**config.mk**
```make
export PLATFORM = sky130hd
export DESIGN_NAME = trs_trigger_select
export DESIGN_NICKNAME = d
export VERILOG_FILES = /design/src/rtl/trs_pkg.sv /design/src/rtl/trs_edge_det.sv /design/src/rtl/trs_trigger_select.sv
export VERILOG_INCLUDE_DIRS = /design/src /design/src/rtl
export SDC_FILE = /design/constraint.sdc
export NUM_CORES = 1
export LEC_CHECK = 0
export ABC_AREA = 1
export BUFFER_PORTS_ARGS = -buffer_cell sky130_fd_sc_hd__buf_2
export CAP_MARGIN = 20
export CORE_MARGIN = 8
export CORE_UTILIZATION = 40
export CTS_CLUSTER_DIAMETER = 40
export DETAILED_ROUTE_END_ITERATION = 16
export PLACE_DENSITY = 0.78
export SETUP_SLACK_MARGIN = 0.15
export SYNTH_ARGS = -nofsm -noshare
export SYNTH_HDL_FRONTEND = slang
export SYNTH_SLANG_ARGS = --single-unit
export TNS_END_PERCENT = 50
```
**constraint.sdc**
```tcl
create_clock -name CLK -period 1.4 [get_ports CLK]
set_input_delay 0.35 -clock CLK [delete_from_list [all_inputs] [get_ports CLK]]
set_output_delay 0.35 -clock CLK [all_outputs]
set_load 0.03 [all_outputs]
```
**src/rtl/trs_params.svh**
```systemverilog
// Constants of the replay trigger selector: offsets, codes, reset values, timing.
// How it works
// The mode register accepts exactly four codes: free run and rising, falling or either edge.
// In free-run mode replay begins once start has been given and the setup delay has elapsed.
// Writing force code 16 to the command word while waiting makes a trigger, base version 7 up.
// With connector direction 0 the connector is unused and its driver is off.
// With direction 1 in free-run mode the connector is driven and marks each internal trigger.
// The trigger output is active high and pulses in the cycle replay begins.
// Any edge mode turns the connector into an input whatever the direction setting holds.
// In an edge mode the termination bit selects 50 ohm, otherwise the input stays high impedance.
// Rising mode triggers on the first rising edge seen after start; the code ignores edges during setup and takes the first one once armed.
// After a trigger all edges are ignored until replay is done and the block is armed again.
// Falling mode triggers on the first falling edge seen after start; the code ignores edges during setup and takes the first one once armed.
// Either-edge mode triggers on whichever edge comes first.
// An incoming trigger is never passed back out on the connector.
// Sharing one trigger among boards needs an external splitter feeding each connector.
// A force command while not waiting for a trigger is ignored and makes no event.
// The trigger input is synchronised to the clock and edges come from successive samples.
`ifndef TRS_PARAMS_SVH
`define TRS_PARAMS_SVH

// ==========================================================
// Register offsets
`define TRS_REG_COMMAND 32'h0000_0000
`define TRS_REG_MODE 32'h0000_9C40
`define TRS_REG_DIRECTION 32'h0000_9CA4
`define TRS_REG_TERMINATION 32'h0000_9CAE

// ==========================================================
// Mode and command codes
// Free-run code is not fixed elsewhere; plain default
`define TRS_CODE_FREE_RUN 32'h0000_0000
`define TRS_CODE_RISING 32'h0000_4E20
`define TRS_CODE_FALLING 32'h0000_4E2A
`define TRS_CODE_EITHER 32'h0000_4E3E
`define TRS_CMD_FORCE 32'h0000_0010
`define TRS_FORCE_MIN_VERSION 8'h07

// ==========================================================
// Reset values and timing
`define TRS_DIRECTION_RESET 1'b0
`define TRS_TERMINATION_RESET 1'b0
`define TRS_CLK_PERIOD_NS 10
`define TRS_SETUP_NS 40
`define TRS_SETUP_CYCLES ((`TRS_SETUP_NS + `TRS_CLK_PERIOD_NS - 1) / `TRS_CLK_PERIOD_NS)

`endif

```
**src/rtl/trs_pkg.sv**
```systemverilog
// Types shared by the replay trigger selector files.
`default_nettype none
package trs_pkg;

    typedef enum logic [1:0] {TRS_FREE_RUN, TRS_RISING, TRS_FALLING, TRS_EITHER} trs_mode_t;

    typedef enum logic [1:0] {TRS_IDLE, TRS_SETUP, TRS_ARMED, TRS_RUN} trs_state_t;

    typedef struct packed {
        logic rise;
        logic fall;
    } trs_edge_t;

endpackage
`default_nettype wire

```
**src/rtl/trs_edge_det.sv**
```systemverilog
// Synchroniser and edge detector for the external trigger input.
`timescale 1ns/100ps
`default_nettype none
module trs_edge_det
    import trs_pkg::*;
(
    input wire logic clk,
    input wire logic reset,
    input wire logic din,
    output var trs_pkg::trs_edge_t edges
);
    import trs_pkg::*;

    logic meta_ff, sync_ff, prev_ff;
    logic nxt_meta, nxt_sync, nxt_prev;

    // ==========================================================
    // Two-stage sync, third stage for comparison
    always_comb
    begin
        nxt_meta = din;
        nxt_sync = meta_ff;
        nxt_prev = sync_ff;
    end

    always_ff @(posedge clk)
    begin
        if (reset)
        begin
            meta_ff <= 1'b0;
            sync_ff <= 1'b0;
            prev_ff <= 1'b0;
        end
        else
        begin
            meta_ff <= nxt_meta;
            sync_ff <= nxt_sync;
            prev_ff <= nxt_prev;
        end
    end

    assign edges.rise = sync_ff & ~prev_ff;
    assign edges.fall = ~sync_ff & prev_ff;

endmodule // trs_edge_det
`default_nettype wire

```
**src/rtl/trs_trigger_select.sv**
```systemverilog
// Top of the replay trigger selector: registers, arming sequence and connector control.
`timescale 1ns/100ps
`default_nettype none
`include "trs_params.svh"
module trs_trigger_select
    import trs_pkg::*;
#(
    parameter int SETUP_CYCLES = `TRS_SETUP_CYCLES
)
(
    input wire logic CLK,
    input wire logic RESET,
    input wire logic REG_WR,
    input wire logic REG_RD,
    input wire logic [31:0] REG_ADDR,
    input wire logic [31:0] REG_WDATA,
    output logic [31:0] REG_RDATA,
    output logic REG_RVALID,
    input wire logic [7:0] BASE_VERSION,
    input wire logic START,
    input wire logic REPLAY_DONE,
    input wire logic TRIG_IN,
    output logic TRIG_OUT,
    output logic TRIG_OE,
    output logic TERM_50_EN,
    output logic REPLAY_GO,
    output logic ARMED
);
    import trs_pkg::*;

    localparam int CW = (SETUP_CYCLES > 1) ? $clog2(SETUP_CYCLES) : 1;
    localparam logic [CW-1:0] SETUP_LAST = CW'(SETUP_CYCLES - 1);

    trs_edge_t edges;
    trs_mode_t mode_ff, nxt_mode;
    trs_state_t state_ff, nxt_state;
    logic dir_ff, nxt_dir;
    logic term_ff, nxt_term;
    logic [CW-1:0] cnt_ff, nxt_cnt;
    logic go_ff, nxt_go;
    logic out_ff, nxt_out;
    logic oe_ff, nxt_oe;
    logic ten_ff, nxt_ten;
    logic armed_ff, nxt_armed;
    logic [31:0] rdata_ff, nxt_rdata;
    logic rvalid_ff, nxt_rvalid;
    logic force_wr, ext_mode, edge_hit, soft_mode;

    trs_edge_det u_edge
    (
        .clk(CLK),
        .reset(RESET),
        .din(TRIG_IN),
        .edges(edges)
    );

    // ==========================================================
    // Register file
    always_comb
    begin
        nxt_mode = mode_ff;
        nxt_dir = dir_ff;
        nxt_term = term_ff;
        if (REG_WR && REG_ADDR == `TRS_REG_MODE)
        begin
            // Unknown codes keep the old mode rather than leaving it undefined
            unique case (REG_WDATA)
                `TRS_CODE_FREE_RUN: nxt_mode = TRS_FREE_RUN;
                `TRS_CODE_RISING: nxt_mode = TRS_RISING;
                `TRS_CODE_FALLING: nxt_mode = TRS_FALLING;
                `TRS_CODE_EITHER: nxt_mode = TRS_EITHER;
                default: nxt_mode = mode_ff;
            endcase
        end
        if (REG_WR && REG_ADDR == `TRS_REG_DIRECTION)
            nxt_dir = REG_WDATA[0];
        if (REG_WR && REG_ADDR == `TRS_REG_TERMINATION)
            nxt_term = REG_WDATA[0];
        nxt_rvalid = REG_RD;
        nxt_rdata = 32'h0000_0000;
        if (REG_RD)
        begin
            unique case (REG_ADDR)
                `TRS_REG_MODE:
                begin
                    unique case (mode_ff)
                        TRS_FREE_RUN: nxt_rdata = `TRS_CODE_FREE_RUN;
                        TRS_RISING: nxt_rdata = `TRS_CODE_RISING;
                        TRS_FALLING: nxt_rdata = `TRS_CODE_FALLING;
                        TRS_EITHER: nxt_rdata = `TRS_CODE_EITHER;
                    endcase
                end
                `TRS_REG_DIRECTION: nxt_rdata = {31'h0000_0000, dir_ff};
                `TRS_REG_TERMINATION: nxt_rdata = {31'h0000_0000, term_ff};
                // Commands are actions; the word reads back zero
                default: nxt_rdata = 32'h0000_0000;
            endcase
        end
    end

    always_ff @(posedge CLK)
    begin
        if (RESET)
        begin
            mode_ff <= TRS_FREE_RUN;
            dir_ff <= `TRS_DIRECTION_RESET;
            term_ff <= `TRS_TERMINATION_RESET;
            rdata_ff <= 32'h0000_0000;
            rvalid_ff <= 1'b0;
        end
        else
        begin
            mode_ff <= nxt_mode;
            dir_ff <= nxt_dir;
            term_ff <= nxt_term;
            rdata_ff <= nxt_rdata;
            rvalid_ff <= nxt_rvalid;
        end
    end

    // ==========================================================
    // Arming sequence and trigger decision
    assign soft_mode = (mode_ff == TRS_FREE_RUN);
    assign ext_mode = !soft_mode;
    assign force_wr = REG_WR && REG_ADDR == `TRS_REG_COMMAND && REG_WDATA == `TRS_CMD_FORCE
                      && BASE_VERSION >= `TRS_FORCE_MIN_VERSION;

    always_comb
    begin
        unique case (mode_ff)
            TRS_RISING: edge_hit = edges.rise;
            TRS_FALLING: edge_hit = edges.fall;
            TRS_EITHER: edge_hit = edges.rise | edges.fall;
            TRS_FREE_RUN: edge_hit = 1'b0;
        endcase
    end

    always_comb
    begin
        nxt_state = state_ff;
        nxt_cnt = cnt_ff;
        nxt_go = 1'b0;
        unique case (state_ff)
            TRS_IDLE:
            begin
                if (START)
                begin
                    nxt_state = TRS_SETUP;
                    nxt_cnt = SETUP_LAST;
                end
            end
            TRS_SETUP:
            begin
                if (cnt_ff != '0)
                    nxt_cnt = cnt_ff - CW'(1);
                else if (soft_mode)
                begin
                    nxt_state = TRS_RUN;
                    nxt_go = 1'b1;
                end
                else
                    nxt_state = TRS_ARMED;
            end
            TRS_ARMED:
            begin
                // Force only counts here; elsewhere it is dropped
                if (edge_hit || force_wr)
                begin
                    nxt_state = TRS_RUN;
                    nxt_go = 1'b1;
                end
            end
            TRS_RUN:
            begin
                // Edges are not looked at until the block is armed again after the next start and setup
                if (REPLAY_DONE)
                    nxt_state = TRS_IDLE;
            end
        endcase
        nxt_armed = (nxt_state == TRS_ARMED);
        nxt_oe = dir_ff && soft_mode;
        nxt_out = nxt_go && nxt_oe && soft_mode;
        nxt_ten = ext_mode && term_ff;
    end

    always_ff @(posedge CLK)
    begin
        if (RESET)
        begin
            state_ff <= TRS_IDLE;
            cnt_ff <= '0;
            go_ff <= 1'b0;
            out_ff <= 1'b0;
            oe_ff <= 1'b0;
            ten_ff <= 1'b0;
            armed_ff <= 1'b0;
        end
        else
        begin
            state_ff <= nxt_state;
            cnt_ff <= nxt_cnt;
            go_ff <= nxt_go;
            out_ff <= nxt_out;
            oe_ff <= nxt_oe;
            ten_ff <= nxt_ten;
            armed_ff <= nxt_armed;
        end
    end

    assign REG_RDATA = rdata_ff;
    assign REG_RVALID = rvalid_ff;
    assign TRIG_OUT = out_ff;
    assign TRIG_OE = oe_ff;
    assign TERM_50_EN = ten_ff;
    assign REPLAY_GO = go_ff;
    assign ARMED = armed_ff;
endmodule // trs_trigger_select
`default_nettype wire

```
==> results_dict.tcl <==
set metrics [dict create \
    highest_layer "met4" \
    viasPerCell 4.460 \
    synthXorXnorAreaFrac_pct 0 \
    grt-ovfl-total 0 \
    num_vias 1900 \
    avgSynthCellArea_sq_um 6.187 \
    synthCells 271 \
    peakVddDrop_v 0.0004692 \
    finalNetCount 464 \
    cts_root_buf "clkbuf_8" \
    clockBufferDepth 2 \
    dr.first_iter.drc_count 54 \
    clock-sinks 21 \
    dp.cells 416 \
    cp_slowest_cell "dfxtp_1" \
    final-hold-violation-count 0 \
    max_stage_delay_ps 330 \
    yosys.cell_types.count 29 \
    p_leak_nw 1.290 \
    period_share_pct 103.0 \
    cts_buffers 3 \
    crit_required_ps 1560 \
    finalNonFillerCells 426 \
    clk_pin_slew_worst_paths_ps 80 \
    synth_edf_count 0 \
    clk-insertion-delay-late_ps 270 \
    drv_cap 0 \
    synthArstFlopShare_pct 0 \
    routed_wl_mm 4.932 \
    failed_checks "setup timing" \
    dr.pass1.iters 4 \
    wl_met3_um 431 \
    maxSlewViolCount 0 \
    grt_max_degree 13 \
    wl_met1_mm 1.778 \
    synthMuxAreaShare_pct 0 \
    synthAdderAreaFrac_pct 5.970 \
    crit_path_cell_trace "inv_1 -> ha_2 -> a21oi_2 -> o21ai_1 -> a22oi_1 -> or2_4 -> a21oi_2" \
    ys_top_cells_by_count "nor2_1 (63), nand2_1 (45), inv_1 (37)" \
    core_area_sq_mm 0.004029 \
    timing.fmax_mhz 693.6 \
    hold_class "in2reg" \
    synth_top_family_by_area "simple AND/OR/NAND/NOR gates" \
    synth_top_flop_cell "dfxtp_1" \
    ys_ff_latch 21 \
    io_pins 117 \
    period_needed_ps 1442 \
    power_density_mw_per_mm2 752.8 \
    worst-path-max-fanout 4 \
    cp.arrival_ps 1600 \
    ctsHoldBuffers 0 \
    synth_compound_area_share_pct 6.866 \
    nFillCells 387 \
    gp_congestion 0.8227 \
    path_delay_family "compound AO/OA/AOI/OAI gates" \
    yosys-top-cells-area "dfxtp_1 (25%), nor2_1 (14%), buf_4 (13%)" \
    seq_area_frac_synth_pct 25.07 \
    antenna_cells 0 \
    die_y_um 80.74 \
    grt_pass1_wl_mm 7.527 \
    die_w_um 80.74 \
    dp_hpwl_mm 3.930 \
    ys_warn_count 0 \
    rows 23 \
    synth_area_sq_mm 0.001677 \
    setup_slack_ps -41.79 \
    outcome "complete, but fails checks" \
    wire_per_inst_um 11.58 \
    cpMostUsedCell "a21oi_2" \
    synth_simple_gate_area_share_pct 40.07 \
    routed-wl-met2_mm 2.615 \
    finClkSkew_ps 6.095 \
    numPortBuffers 94 \
    area_growth_syn_to_layout_pct 45.00 \
    drc_errors 0 \
    grt_pass1_vias 1929 \
    synth_area_leader_cell "dfxtp_1" \
    worst-path-buf-inv 1 \
    initial_utilization_pct 41.61 \
    cts_tree "built" \
    grt_usage_pct 13.97 \
    h-tree-depth 1 \
    crit_type "reg2reg" \
    hold-worst-slack_ps 278.9 \
    endpoint_kind "register" \
    rsz0062_at_grt "true" \
    critPathLaunchType "register" \
    setup_viol 2 \
    antenna_found_initial 0 \
    yosysTopAreaCellShare_pct 25.07 \
    layout-drive-gt1-share_pct 45.74 \
    yosysMostFrequentCell "nor2_1" \
    die_area_sq_mm 0.006519 \
    ant_nets 0 \
]
==> layer usage <==
layer	up-vias	GRT usage (%)
li1	1003	-
met1	816	14.18
met2	70	26.70
met3	11	3.642
met4	0	5.000
met5	-	0
==> cells by family after synthesis <==
group           count (synthesis)
fa+ha+maj                       8
buf+inv                        69
simple gates                  150
flops                          21
other cells                     1
compound gates                 22
==> worst reg2reg max path, cell delays in order (launching register included) <==
cell     delay, ps
dfxtp_1        330
inv_1           70
ha_2           230
a21oi_2        140
o21ai_1         90
a22oi_1        250
or2_4          190
a21oi_2         30
==> sequential cells by signal, indices dropped and copies added, names as in the netlist <==
register,cells
REG_RVALID,1
u_edge.meta_ff,1
u_edge.prev_ff,1
cnt_ff,2
REG_RDATA,4
u_edge.nxt_prev,1
mode_ff,2
TERM_50_EN,1
TRIG_OUT,1
term_ff,1
TRIG_OE,1
state_ff,2
dir_ff,1
ARMED,1
REPLAY_GO,1
==> final timing paths <==
| check | startpoint | endpoint | slack (ps) | depth (start not counted) |
|---|---|---|---|---|
| setup / recovery | cnt_ff[0] | ARMED | -40 | 7 |
| hold / removal | TRIG_IN | u_edge.meta_ff | 280 | 3 |
| setup reg to reg | cnt_ff[0] | ARMED | -40 | 7 |
| hold reg to reg | u_edge.meta_ff | u_edge.nxt_prev | 400 | 2 |
==> metrics by stage <==
stage / setup TNS, ps / worst slack (ps) / cell area (sq um) / utilization (%) / total power, mW
finish: -67.51 / -41.79 / 2431 / 60.34 / 1.830
global route: -293.6 / -127.8 / 2431 / 60.34 / 1.940
CTS: 0 / 87.78 / 2298 / 57.05 / 1.696
detailed placement: -592.2 / -100.7 / 2171 / 53.88 / 1.217
global placement: -447.1 / -82.65 / 2171 / 53.88 / 1.199
floorplan: 0 / 137.1 / 1784 / - / 1.062
==> cells in the final DEF (no fill, tap or decap), types with 6 or more instances in the layout <==
cell | synthesis | routed
a21oi_1 | 11 | 6
inv_1 | 37 | 28
dfxtp_1 | 21 | 17
conb_1 | 1 | 22
buf_2 | 0 | 93
nor2_4 | 1 | 6
nand2_1 | 45 | 40
o21ai_1 | 0 | 7
nand3_1 | 18 | 15
nor2_1 | 63 | 52
nor2_2 | 2 | 8
nand2_2 | 2 | 7
buf_4 | 28 | 13
inv_2 | 2 | 7
==> timing repair <==
action,CTS,global route
gates cloned,0,0
setup buffers,4,2
setup endpoints to repair,7,18
pin swaps,4,17
gates resized for setup,19,42
==> power by group <==
| part | switching, mW | internal, mW | total [mW] |
|---|---|---|---|
| Sequential | 0.0295 | 0.638 | 0.668 |
| Combinational | 0.438 | 0.320 | 0.758 |
| Clock | 0.205 | 0.199 | 0.404 |
==> area by class of cell <==
type	instances	area, sq um	share of cell area [%]
tap	50	62.56	2.573
inverter	40	163.9	6.742
multi-input combinational	202	1135	46.68
sequential	21	430.4	17.70
timing repair buffer	109	593.1	24.40
clock inverter	1	5.005	0.2059
clock buffer	3	41.29	1.698
Note: power is estimated with default switching activity, not from simulation.
